$ cat config.mk
export PLATFORM = sky130hd
export DESIGN_NAME = dss_sequencer
export DESIGN_NICKNAME = d
export VERILOG_FILES = /design/src/hdl/dss_pkg.sv /design/src/hdl/dss_sequencer.sv
export SDC_FILE = /design/constraint.sdc
export NUM_CORES = 1
export LEC_CHECK = 0
export BUFFER_PORTS_ARGS = -buffer_cell sky130_fd_sc_hd__buf_2
export CAP_MARGIN = 0
export CELL_PAD_IN_SITES_DETAIL_PLACEMENT = 1
export CELL_PAD_IN_SITES_GLOBAL_PLACEMENT = 2
export CORE_ASPECT_RATIO = 0.75
export CORE_MARGIN = 10
export CORE_UTILIZATION = 25
export CTS_CLUSTER_DIAMETER = 120
export DETAILED_ROUTE_END_ITERATION = 10
export PLACE_DENSITY_LB_ADDON = 0.1
export SYNTH_ARGS = -nofsm -noshare
export SYNTH_HDL_FRONTEND = slang
export SYNTH_SLANG_ARGS = --single-unit
$ cat constraint.sdc
create_clock -name pclk -period 3.7 [get_ports pclk]
set_clock_uncertainty 0.1 [all_clocks]
set_input_delay 0 -clock pclk [delete_from_list [all_inputs] [get_ports pclk]]
set_output_delay 0 -clock pclk [all_outputs]
set_load 0.005 [all_outputs]
$ cat src/hdl/dss_pkg.sv
/*
  Constants for the deflection soft-start and protection sequencer: register map,
  field positions, reset values and timing counts.
  Assumes a 32-bit APB slave clocked at 250 MHz.
*/
package dss_pkg;
  // ----------------------------------------------------------------------
  // register map (byte addresses)
  // ----------------------------------------------------------------------
  localparam logic [7:0] DSS_CTRL_ADDR = 8'h00;
  localparam logic [7:0] DSS_PHASE_ADDR = 8'h04;
  localparam logic [7:0] DSS_ASYM_ADDR = 8'h08;
  localparam logic [7:0] DSS_STATUS_ADDR = 8'h0C;
  // ----------------------------------------------------------------------
  // control fields
  // ----------------------------------------------------------------------
  localparam int DSS_ENABLE_BIT = 0;
  localparam int DSS_ASYM_CONN_BIT = 1;
  localparam int DSS_MOIRE_DIS_BIT = 2;
  localparam int DSS_AGC_DIS_BIT = 3;
  localparam int DSS_MOIRE_LSB = 8;
  localparam logic [3:0] DSS_CTRL_RESET = 4'h2;
  localparam logic [7:0] DSS_MOIRE_RESET = 8'h00;
  localparam logic [7:0] DSS_PHASE_RESET = 8'h80;
  localparam logic [7:0] DSS_ASYM_RESET = 8'h80;
  // ----------------------------------------------------------------------
  // ramp and timing
  // ----------------------------------------------------------------------
  localparam int DSS_RAMP_W = 10;
  localparam logic [9:0] DSS_RAMP_LINE_FULL = 10'h100;
  localparam logic [9:0] DSS_RAMP_SUPPLY_FULL = 10'h200;
  localparam logic [9:0] DSS_RAMP_NORMAL = 10'h300;
  localparam int DSS_CLK_MHZ = 250;
  localparam int DSS_OV_NS = 2000;
  localparam int DSS_OV_CYC = (DSS_OV_NS * DSS_CLK_MHZ + 999) / 1000;
  localparam int DSS_LOCK_NS = 4000;
  localparam int DSS_LOCK_CYC = (DSS_LOCK_NS * DSS_CLK_MHZ + 999) / 1000;
  localparam int DSS_CNT_W = 12;
  localparam int DSS_DUTY_W = 8;

  typedef enum logic [2:0] {
    DSS_OFF, DSS_LINE_RAMP, DSS_SUPPLY_RAMP, DSS_SETTLE, DSS_LOOP_START, DSS_RUN
  } dss_state_e;
endpackage

$ cat src/hdl/dss_sequencer.sv
/*
  Soft-start, standby and over-voltage protection sequencer of a monitor
  deflection controller, with APB register access and phase modulation summing.
  Assumes all pin inputs synchronous to pclk and a line oscillator reference
  period counter supplied by the analog side via line_tick_in.
*/
// Local design decisions: the address map and register access over APB.
`timescale 1ns/1ps
// What this block does
// [RL1] enable bit cleared or ramp node pulled low: both drives stop and float
// [RL2] while inhibited: flyback and frequency loops off, blanking on, unlock floats
// [RL3] on release: line pulses widen with ramp, then supply drive ramps up
// [RL4] ramp reaches normal range: charge stops and both loops are enabled in the same cycle
// [RL5] loops settled: unlock shows vertical blanking, continuous blanking removed
// [RL6] soft start begins only while supply-sufficient indication is present
// [RL7] over-voltage held past qualifying time clears the enable bit
// [RL8] protection: unlock floats, ramp discharged, drives float, blanking held
// [RL9] restart select low: host writes one to enable bit to restart via soft start
// [RL10] restart select high: protection latched until power-on reset
// [RL11] supply low floats the line drive; its pulses are not gated off
// [RL12] clearing asym connect bit removes asym terms from flyback phase only
// [RL13] moire: line/2 modulation scaled by amplitude, polarity flips at half vertical rate
// [RL14] phase offset register sets sync to ramp phase linearly, frequency independent
// [RL15] amplitude-loop disable bit turns off vertical amplitude regulation
// [RL16] sync loop compares sync midpoint with fixed ramp point, fixed gain
// [RL17] flyback loop compares flyback with ramp, shifts line drive phase
// [RL18] continuous blanking also while unlocked searching, no flyback, or protection
// [RL19] over-voltage qualifying time is a persistence counter reset when input drops
// [RL20] ramp is a rising digital level compared with per-stage thresholds
module dss_sequencer
  import dss_pkg::*;
#(
  parameter int OV_CYC = DSS_OV_CYC,
  parameter int LOCK_CYC = DSS_LOCK_CYC
)(
  input wire logic pclk,
  input wire logic presetn,
  input wire logic psel,
  input wire logic penable,
  input wire logic pwrite,
  input wire logic [7:0] paddr,
  input wire logic [31:0] pwdata,
  output logic [31:0] prdata,
  output logic pready,
  output logic pslverr,
  input wire logic ramp_node_pulled_low_in,
  input wire logic supply_ok_in,
  input wire logic overvoltage_sense_in,
  input wire logic restart_select_in,
  input wire logic flyback_pulse_in,
  input wire logic line_tick_in,
  input wire logic vert_half_tick_in,
  input wire logic vert_blank_in,
  input wire logic sync_unlocked_in,
  input wire logic sync_mid_early_in,
  input wire logic flyback_late_in,
  output logic line_drive_out,
  output logic line_drive_oe,
  output logic supply_drive_out,
  output logic supply_drive_oe,
  output logic clamp_blank_out,
  output logic unlock_indicator_out,
  output logic unlock_indicator_oe,
  output logic ramp_discharge_out,
  output logic ramp_charge_out,
  output logic flyback_loop_en_out,
  output logic freq_loop_en_out,
  output logic amplitude_loop_en_out,
  output logic [7:0] sync_phase_set_out,
  output logic sync_pump_up_out,
  output logic [9:0] flyback_phase_out
);
  // ----------------------------------------------------------------------
  // state
  // ----------------------------------------------------------------------
  typedef struct packed {
    dss_state_e st;
    logic [3:0] ctrl;
    logic [7:0] moire;
    logic [7:0] phase;
    logic [7:0] paral;
    logic [7:0] pinbal;
    logic prot;
    logic [DSS_RAMP_W-1:0] ramp;
    logic [DSS_CNT_W-1:0] ov_cnt;
    logic [DSS_CNT_W-1:0] lock_cnt;
    logic [DSS_DUTY_W-1:0] pwm;
    logic line_half;
    logic moire_pol;
    logic [31:0] rdata;
    logic ready;
    logic err;
    logic ldrv;
    logic ldrv_oe;
    logic sdrv;
    logic sdrv_oe;
    logic blank;
    logic unl;
    logic unl_oe;
    logic disch;
    logic chg;
    logic fl_en;
    logic fq_en;
    logic agc_en;
    logic [7:0] sph;
    logic pump;
    logic [9:0] fph;
  } dss_state_s;

  dss_state_s cur_ff;
  dss_state_s nxt_ff;

  logic access;
  logic wr;
  logic inhibit;
  logic [DSS_DUTY_W-1:0] line_duty;
  logic [DSS_DUTY_W-1:0] sup_duty;
  logic [9:0] asym_sum;
  logic [9:0] moire_term;

  assign access = psel && penable && !cur_ff.ready;
  assign wr = access && pwrite;
  // ramp node low from outside or from cleared enable bit stops the drives
  assign inhibit = ramp_node_pulled_low_in || !cur_ff.ctrl[DSS_ENABLE_BIT]; // [RL1]

  always_comb
  begin
    nxt_ff = cur_ff;
    line_duty = '0;
    sup_duty = '0;
    asym_sum = '0;
    moire_term = '0;
    // --------------------------------------------------------------------
    // apb slave, one wait state
    // --------------------------------------------------------------------
    nxt_ff.ready = access;
    nxt_ff.err = 1'b0;
    if (access)
    begin
      unique case (paddr)
        DSS_CTRL_ADDR:
        begin
          nxt_ff.rdata = {16'h0000, cur_ff.moire, 4'h0, cur_ff.ctrl};
          if (wr)
          begin
            nxt_ff.ctrl = pwdata[3:0];
            nxt_ff.moire = pwdata[DSS_MOIRE_LSB +: 8];
            // latched protection ignores host restart writes
            if (cur_ff.prot && restart_select_in) // [RL10]
              nxt_ff.ctrl[DSS_ENABLE_BIT] = 1'b0;
          end
        end
        DSS_PHASE_ADDR:
        begin
          nxt_ff.rdata = {24'h000000, cur_ff.phase};
          if (wr)
            nxt_ff.phase = pwdata[7:0];
        end
        DSS_ASYM_ADDR:
        begin
          nxt_ff.rdata = {16'h0000, cur_ff.pinbal, cur_ff.paral};
          if (wr)
          begin
            nxt_ff.paral = pwdata[7:0];
            nxt_ff.pinbal = pwdata[15:8];
          end
        end
        DSS_STATUS_ADDR:
          nxt_ff.rdata = {16'h0000, 3'h0, cur_ff.prot, 1'b0, cur_ff.st, cur_ff.ramp[9:2]};
        default:
        begin
          nxt_ff.rdata = 32'h00000000;
          nxt_ff.err = 1'b1;
        end
      endcase
    end
    // --------------------------------------------------------------------
    // over-voltage persistence and protection
    // --------------------------------------------------------------------
    if (!overvoltage_sense_in)
      nxt_ff.ov_cnt = '0; // [RL19]
    else if (cur_ff.ov_cnt != OV_CYC[DSS_CNT_W-1:0])
      nxt_ff.ov_cnt = cur_ff.ov_cnt + 1'b1; // [RL19]
    if (overvoltage_sense_in && cur_ff.ov_cnt == OV_CYC[DSS_CNT_W-1:0])
    begin
      nxt_ff.ctrl[DSS_ENABLE_BIT] = 1'b0; // [RL7]
      nxt_ff.prot = 1'b1;
    end
    else if (wr && paddr == DSS_CTRL_ADDR && pwdata[DSS_ENABLE_BIT] && !restart_select_in)
      nxt_ff.prot = 1'b0; // [RL9]
    // --------------------------------------------------------------------
    // soft-start sequence
    // --------------------------------------------------------------------
    if (inhibit || cur_ff.prot)
    begin
      nxt_ff.st = DSS_OFF; // [RL2]
      nxt_ff.ramp = '0; // [RL8]
      nxt_ff.lock_cnt = '0;
    end
    else
    begin
      unique case (cur_ff.st)
        DSS_OFF:
          if (supply_ok_in)
            nxt_ff.st = DSS_LINE_RAMP; // [RL6]
        DSS_LINE_RAMP, DSS_SUPPLY_RAMP, DSS_SETTLE:
        begin
          nxt_ff.ramp = cur_ff.ramp + 1'b1; // [RL20]
          if (cur_ff.ramp == DSS_RAMP_LINE_FULL)
            nxt_ff.st = DSS_SUPPLY_RAMP; // [RL3]
          else if (cur_ff.ramp == DSS_RAMP_SUPPLY_FULL)
            nxt_ff.st = DSS_SETTLE; // [RL4]
          else if (cur_ff.ramp == DSS_RAMP_NORMAL)
          begin
            nxt_ff.ramp = cur_ff.ramp; // [RL4]
            nxt_ff.st = DSS_LOOP_START;
          end
        end
        DSS_LOOP_START:
          if (cur_ff.lock_cnt == LOCK_CYC[DSS_CNT_W-1:0] && !sync_unlocked_in)
            nxt_ff.st = DSS_RUN; // [RL5]
          else if (cur_ff.lock_cnt != LOCK_CYC[DSS_CNT_W-1:0])
            nxt_ff.lock_cnt = cur_ff.lock_cnt + 1'b1;
        DSS_RUN:
          nxt_ff.st = DSS_RUN;
      endcase
    end
    // --------------------------------------------------------------------
    // drive pulse widths follow the ramp
    // --------------------------------------------------------------------
    if (cur_ff.st == DSS_LINE_RAMP)
      line_duty = cur_ff.ramp[7:0]; // [RL3]
    else if (cur_ff.st != DSS_OFF)
      line_duty = 8'h80;
    if (cur_ff.st == DSS_SUPPLY_RAMP)
      sup_duty = cur_ff.ramp[7:0]; // [RL3]
    else if (cur_ff.st == DSS_SETTLE || cur_ff.st == DSS_LOOP_START || cur_ff.st == DSS_RUN)
      sup_duty = 8'hFF;
    nxt_ff.pwm = cur_ff.pwm + 1'b1;
    nxt_ff.ldrv = cur_ff.pwm < line_duty;
    nxt_ff.sdrv = cur_ff.pwm < sup_duty || sup_duty == 8'hFF;
    nxt_ff.ldrv_oe = cur_ff.st != DSS_OFF && supply_ok_in; // [RL11]
    nxt_ff.sdrv_oe = cur_ff.st != DSS_OFF && cur_ff.st != DSS_LINE_RAMP; // [RL1]
    nxt_ff.disch = inhibit || cur_ff.prot; // [RL8]
    nxt_ff.chg = nxt_ff.st == DSS_LINE_RAMP || nxt_ff.st == DSS_SUPPLY_RAMP
      || nxt_ff.st == DSS_SETTLE; // [RL4]
    nxt_ff.fl_en = nxt_ff.st == DSS_LOOP_START || nxt_ff.st == DSS_RUN; // [RL4]
    nxt_ff.fq_en = nxt_ff.fl_en; // [RL2]
    // --------------------------------------------------------------------
    // blanking and unlock indication
    // --------------------------------------------------------------------
    nxt_ff.blank = cur_ff.st != DSS_RUN || sync_unlocked_in || !flyback_pulse_in
      || cur_ff.prot || !supply_ok_in || vert_blank_in; // [RL18]
    // leaving run floats the indicator at once, together with the loop enables
    nxt_ff.unl_oe = cur_ff.st == DSS_RUN && nxt_ff.st == DSS_RUN && !sync_unlocked_in
      && !cur_ff.prot; // [RL5]
    nxt_ff.unl = vert_blank_in;
    nxt_ff.agc_en = !cur_ff.ctrl[DSS_AGC_DIS_BIT]; // [RL15]
    // --------------------------------------------------------------------
    // phase loops and modulation
    // --------------------------------------------------------------------
    nxt_ff.sph = cur_ff.phase; // [RL14]
    nxt_ff.pump = sync_mid_early_in; // [RL16]
    if (line_tick_in)
      nxt_ff.line_half = !cur_ff.line_half; // [RL13]
    if (vert_half_tick_in)
      nxt_ff.moire_pol = !cur_ff.moire_pol; // [RL13]
    if (cur_ff.ctrl[DSS_ASYM_CONN_BIT])
      asym_sum = {2'b00, cur_ff.paral} + {2'b00, cur_ff.pinbal}; // [RL12]
    if (!cur_ff.ctrl[DSS_MOIRE_DIS_BIT] && (cur_ff.line_half ^ cur_ff.moire_pol))
      moire_term = {2'b00, cur_ff.moire}; // [RL13]
    nxt_ff.fph = asym_sum + moire_term + {9'h000, flyback_late_in}; // [RL17]
  end

  always_ff @(posedge pclk or negedge presetn)
  begin
    if (!presetn)
    begin
      cur_ff <= '0;
      cur_ff.st <= DSS_OFF;
      cur_ff.ctrl <= DSS_CTRL_RESET;
      cur_ff.moire <= DSS_MOIRE_RESET;
      cur_ff.phase <= DSS_PHASE_RESET;
      cur_ff.paral <= DSS_ASYM_RESET;
      cur_ff.pinbal <= DSS_ASYM_RESET;
      cur_ff.blank <= 1'b1;
      cur_ff.disch <= 1'b1;
    end
    else
      cur_ff <= nxt_ff;
  end

  assign prdata = cur_ff.rdata;
  assign pready = cur_ff.ready;
  assign pslverr = cur_ff.err;
  assign line_drive_out = cur_ff.ldrv;
  assign line_drive_oe = cur_ff.ldrv_oe;
  assign supply_drive_out = cur_ff.sdrv;
  assign supply_drive_oe = cur_ff.sdrv_oe;
  assign clamp_blank_out = cur_ff.blank;
  assign unlock_indicator_out = cur_ff.unl;
  assign unlock_indicator_oe = cur_ff.unl_oe;
  assign ramp_discharge_out = cur_ff.disch;
  assign ramp_charge_out = cur_ff.chg;
  assign flyback_loop_en_out = cur_ff.fl_en;
  assign freq_loop_en_out = cur_ff.fq_en;
  assign amplitude_loop_en_out = cur_ff.agc_en;
  assign sync_phase_set_out = cur_ff.sph;
  assign sync_pump_up_out = cur_ff.pump;
  assign flyback_phase_out = cur_ff.fph;
endmodule // dss_sequencer

# Word level (Yosys, flattened, before mapping)
# Cells that the tools add are included.
dict set report totals {
  out_inout_bits 65
  register_bits 148
}
dict set report op_classes {
  muxes 38
  eq_ne 26
  reduce_logical 57
  n_bitwise 1
  order_cmp 2
  addsub 7
}
# cell n
set ops {}
lappend ops {{two-way mux 12 bit} 6}
lappend ops {{case mux 16 bit (4 select lines)} 1}
lappend ops {{two-way mux 8 bit} 7}
lappend ops {{two-way mux 10 bit} 5}
lappend ops {{two-way mux 33 bit} 1}
lappend ops {{two-way mux 16 bit} 2}
lappend ops {{two-way mux 9 bit} 3}
lappend ops {{adder 12 x 1 -> 12 bit (second input constant)} 2}
lappend ops {{== test 10 bit (second input constant)} 2}
lappend ops {{two-way mux 3 bit} 6}
lappend ops {{== test 8 x 4 -> 1 bit (second input constant)} 2}
lappend ops {{less-than comparator 8 bit} 2}
lappend ops {{logical AND 1 bit} 15}
lappend ops {{AND reduction 3 bit} 5}
lappend ops {{nonzero test 2 bit} 7}
lappend ops {{logical OR 1 bit} 13}
lappend ops {{== test 12 x 10 -> 1 bit (second input constant)} 1}
lappend ops {{== test 12 x 9 -> 1 bit (second input constant)} 1}
lappend ops {{== test 3 x 2 -> 1 bit (second input constant)} 4}
lappend ops {{== test 3 bit (second input constant)} 4}
lappend ops {{inequality test 12 x 10 -> 1 bit (second input constant)} 1}
lappend ops {{inequality test 12 x 9 -> 1 bit (second input constant)} 1}
lappend ops {{case mux 3 bit (4 select lines)} 1}
lappend ops {{logical NOT 1 bit} 11}
lappend ops {{22 further kinds} 28}

# Longest topological paths before layout
dict set report depth {
  word_depth 10
  mapped_depth 14
}

# Worst setup path before layout
# OpenSTA, ideal clock, no wires.
dict set report synth_path {
  path_kind {reg-to-reg}
  from {reg cur_ff[110] in the netlist's numbering}
  to {reg cur_ff, in the netlist flyback_phase_out[8]}
  required_time_ns 3.470
  period_less_slack_ns 2.625
  slack_ns 1.075
  stages_incl_launch_ff 15
  arrival_ns 2.395
  setup_ns 0.130
  cell_sequence {dfrtp_1 -> ha_1 -> inv_1 -> fa_1 -> nor2b_1 -> o31ai_1 -> a21boi_0 -> o21a_1 -> nor3_1 -> ha_1 -> o21ai_0 -> nand2b_1 -> a21oi_1 -> a21oi_1 -> xnor2_1}
}
# item line_no
set synth_rtl {}
lappend synth_rtl {{start, declared} dss_sequencer.sv:110} ;# dss_state_s cur_ff;
lappend synth_rtl {{start signal, assigned} dss_sequencer.sv:290} ;# cur_ff <= nxt_ff;

# Final worst setup path
dict set report layout_path {
  from {reg cur_ff, in the netlist pready}
  to {reg cur_ff[109] in the netlist's numbering}
}
dict set report layout_between {
  elab_chain_len 7
}
# item line_no
set layout_lines {}
lappend layout_lines {{logical NOT 1 bit} dss_sequencer.sv:121} ;# assign access = psel && penable && !cur_ff.ready;
lappend layout_lines {{logical AND 1 bit} dss_sequencer.sv:121}
lappend layout_lines {{net access} dss_sequencer.sv:113} ;# logic access;
lappend layout_lines {{logical AND 1 bit} dss_sequencer.sv:122} ;# assign wr = access && pwrite;
lappend layout_lines {{logical AND 1 bit (3 in series)} dss_sequencer.sv:189} ;# else if (wr && paddr == DSS_CTRL_ADDR && pwdata[DSS_ENABLE_BIT] && !restart_select_in)
lappend layout_lines {{nonzero test 2 bit (no line)} --}
# The timed path passes the listed nets, and every way through them passes these cells.
# A chain may end at the register's enable or synchronous reset.

==> results.py <==
metrics = {
    "run_status": {
        "status": "complete, no violations",
    },
    "yosys": {
        "synth_common_cells": "dfrtp_1 (126), nor2_1 (66), buf_4 (52), nand2_1 (45), mux2_2 (42)",
        "synth_top_area_share_pct": 44.0,
        "synth_area_leaders": "dfrtp_1 (44%), mux2_2 (6.6%), ha_1 (6.3%)",
        "synth-seq-cells": 132,
        "syn-mean-instance-area_um2": 10.6,
        "synth_cells": 678,
        "synth-edff-count": 0,
        "yosysMostFrequentCell": "dfrtp_1",
        "yosysTopAreaCell": "dfrtp_1",
        "netlist_area_mm2": 0.00717,
        "synth_top_flop_cell": "dfrtp_1",
        "ys_async_sr_fraction_pct": 100,
        "ys.warnings.count": 0,
        "synthDistinctLibCells": 62,
        "synth_seq_area_share_pct": 46.2,
    },
    "drt": {
        "drt_wl_total_um": 21800,
        "via_per_inst": 4.37,
        "drtIter0Drc": 250,
        "drtAntennaViolNets": 0,
        "drc_errors": 0,
        "dr.pass1.iters": 4,
        "avgRoutedWirePerCell_um": 18.6,
        "vias": 5142,
    },
    "critical_path": {
        "worstSetupStartpointType": "register",
        "crit_slowest_cell": "dlygate4sd3_1",
        "endpoint_kind": "register",
        "crit_path_max_fanout": 18,
        "cp_cell_sequence": "nand3b_4 > dlygate4sd3_1 > clkinv_2 > nand4_4 > or4b_4 > or3b_1 > a22o_1 > dlygate4sd3_1",
        "critical-path-top-delay-family": "simple AND/OR/NAND/NOR gates",
        "worst_path_most_repeated_cell": "dlygate4sd3_1",
        "cpPeakStageDelay_ns": 0.69,
        "crit_type": "register to register",
        "critPathRequiredTime_ns": 3.90,
        "critPathBufInv": 3,
        "cp_data_arrival_time_ns": 3.64,
    },
    "layout": {
        "drive_above_1_share_pct": 24.8,
        "final_util_pct": 31.3,
        "area_growth_pct": 22.8,
        "finalNonFillerCells": 1176,
        "nets": 872,
        "nFillCells": 3202,
    },
    "sta": {
        "period_share_pct": 93.1,
        "finalHoldViolations": 0,
        "worst_pin_slew_ns": 0.915,
        "relSlewSlack_pct": 38.7,
        "setup_viol": 0,
        "rsz0062_at_grt": "false",
        "fmax_ghz": 0.290,
        "slew_violations": 0,
        "fin_crit_ns": 3.44,
        "tns_ns": 0,
    },
    "run": {
        "drv_cap": 0,
    },
    "placement": {
        "dp.cells": 1101,
        "portBuffers": 88,
        "gp_congestion": 0.746,
        "post-dp-hpwl_um": 16100,
    },
    "power": {
        "p_per_area_mw_per_mm2": 410,
        "p_comb_share_pct": 5.8,
        "clockPowerShare_pct": 52.9,
        "power.total_mw": 3.61,
        "cellLeakagePower_nw": 4.12,
        "swShare_pct": 23.5,
        "power.internal_mw": 2.76,
        "ir_drop_v": 0.000270,
        "p_switching_uw": 849,
        "seqPwrFrac_pct": 41.3,
    },
    "clocking": {
        "insertion_delay_ns": 0.42,
        "cts_max_level": 4,
        "cts_buffers": 17,
        "cts_root_buf": "clkbuf_16",
        "cts_max_path_buffers": 2,
        "cts_num_sinks": 132,
        "clkSlewWorstSetupHoldPaths_ns": 0.06,
        "tritoncts": "yes",
        "cts_resized": 0,
    },
    "floorplan": {
        "fp.dieW_um": 216,
        "rows": 53,
        "die_h_um": 167,
        "die-area_mm2": 0.0359,
        "start_util_pct": 25.5,
        "ios": 121,
        "core_area_mm2": 0.0281,
    },
    "global_routing": {
        "grt_pass1_wl_um": 34600,
        "grt_pass1_vias": 5648,
        "grt_usage_pct": 12.4,
        "antenna_found_initial": 1,
        "grt_overflow": 0,
        "grt_max_degree": 89,
    },
    "worst_hold_path": {
        "worstHoldPathType": "input pin to register",
    },
}
[cell usage in the layout, fill, tap and decap left out, types with 4 or more instances in the layout]
| cell type | Yosys | layout |
|---|---|---|
| dfstp_2 | 6 | 6 |
| mux2i_1 | 6 | 6 |
| nor2b_1 | 10 | 10 |
| dfrtp_1 | 126 | 126 |
| bufinv_16 | 0 | 5 |
| and2_1 | 20 | 20 |
| o21a_1 | 4 | 4 |
| xnor2_1 | 26 | 26 |
| a21boi_0 | 7 | 7 |
| or3_1 | 6 | 6 |
| conb_1 | 1 | 16 |
| clkinv_4 | 0 | 6 |
| nand3_1 | 14 | 14 |
| nand4_1 | 6 | 6 |
| inv_1 | 23 | 23 |
| nand2b_1 | 7 | 7 |
| nand2_1 | 45 | 45 |
| mux4_2 | 4 | 4 |
| and4_1 | 4 | 4 |
| xor2_1 | 18 | 18 |
| and3_1 | 12 | 12 |
| dlygate4sd3_1 | 0 | 40 |
| o21ai_0 | 28 | 28 |
| buf_4 | 52 | 9 |
| a31oi_1 | 5 | 5 |
| clkbuf_16 | 0 | 17 |
| nor3_1 | 9 | 9 |
| a22o_1 | 5 | 5 |
| a21oi_1 | 16 | 16 |
| or2_2 | 5 | 5 |
| nor2_1 | 66 | 66 |
| mux2_2 | 42 | 42 |
| a22oi_1 | 8 | 8 |
| ha_1 | 36 | 36 |
| buf_2 | 4 | 87 |
[cell families (layout without fill, tap and decap cells)]
family,after synthesis,count (layout),share of synthesized area (%)
flops,132,132,46.2
fa+ha+maj,39,39,7.12
xor+xnor,44,44,5.37
buf+inv,96,193,7.94
simple gates,221,221,16.3
mux,52,52,8.69
compound gates,93,93,8.39
other cells,1,17,0.0523
[registers in the layout (all words and copies together) (netlist names)]
name / flops
line_drive_oe: 1
flyback_phase_out: 10
sync_pump_up_out: 1
supply_drive_oe: 1
cur_ff: 84
sync_phase_set_out: 8
ramp_charge_out: 1
pready: 1
clamp_blank_out: 1
prdata: 16
freq_loop_en_out: 1
supply_drive_out: 1
line_drive_out: 1
pslverr: 1
unlock_indicator_out: 1
ramp_discharge_out: 1
unlock_indicator_oe: 1
amplitude_loop_en_out: 1
[layer usage]
layer / global-route usage [%] / part of all wire (%)
met1: 18.3 / 54
met2: 17.6 / 42
met3: 3.04 / 3.9
met4: 2.69 / 0.70
met5: 0 / 0
[tightest hold or removal path: stages]
cell and delay, ns:
buf_2 0.08, nor2_1 0.05, nand3_1 0.07, nor2_1 0.04
buf_4 0.16, a22o_1 0.17
[repair_timing]
action,4_1_cts,5_1_grt
endpoints found under the setup margin,0,1
hold buffers,40,0
setup buffers,0,2
hold endpoints to repair,157,0
[worst paths after layout]
| check | startpoint | to | slack, ns | cells after the start |
|---|---|---|---|---|
| worst max-delay path | pready | cur_ff[109] | 0.26 | 8 |
| worst min-delay path | paddr[6] | prdata[0] | 0.08 | 6 |
| worst max register to register | pready | cur_ff[109] | 0.26 | 8 |
| worst min register to register | cur_ff[127] | sync_phase_set_out[1] | 0.31 | 0 |
| max in group asynchronous | presetn | clamp_blank_out | 2.43 | 3 |
| min in group asynchronous | presetn | line_drive_out | 0.15 | 2 |
[power by group through the flow]
stage | Clock [mW] | Combinational (mW) | Sequential (mW)
6_report | 1.91 | 0.210 | 1.49
5_1_grt | 2.04 | 0.241 | 1.49
4_1_cts | 1.97 | 0.218 | 1.49
3_5_place_dp | 0 | 0.187 | 1.52
3_3_place_gp | 0 | 0.182 | 1.51
2_1_floorplan | 0 | 0.0961 | 1.51
[layout make-up]
type                    count  area (um^2)  share of cell area (%)
clock inverters            14          228                    2.59
repair buffers            137          915                    10.4
inverters                  24         91.3                    1.04
multi-input cells         465         3350                    38.0
flip-flops and latches    132         3310                    37.6
clock buffers              18          429                    4.87
diodes                      1         2.50                  0.0284
well taps                 385          482                    5.47
[stage by stage]
stage	setup WS [ns]	area [um^2]	hold WS, ns
2_1_floorplan	1.07	7230	-0.396
5_1_grt	0.112	8800	0.104
4_1_cts	0.0217	8790	0.0619
3_5_place_dp	0.575	7730	0.0123
6_report	0.257	8810	0.0823
3_3_place_gp	0.667	7730	0.00910
(Power assumes the default switching activity.)
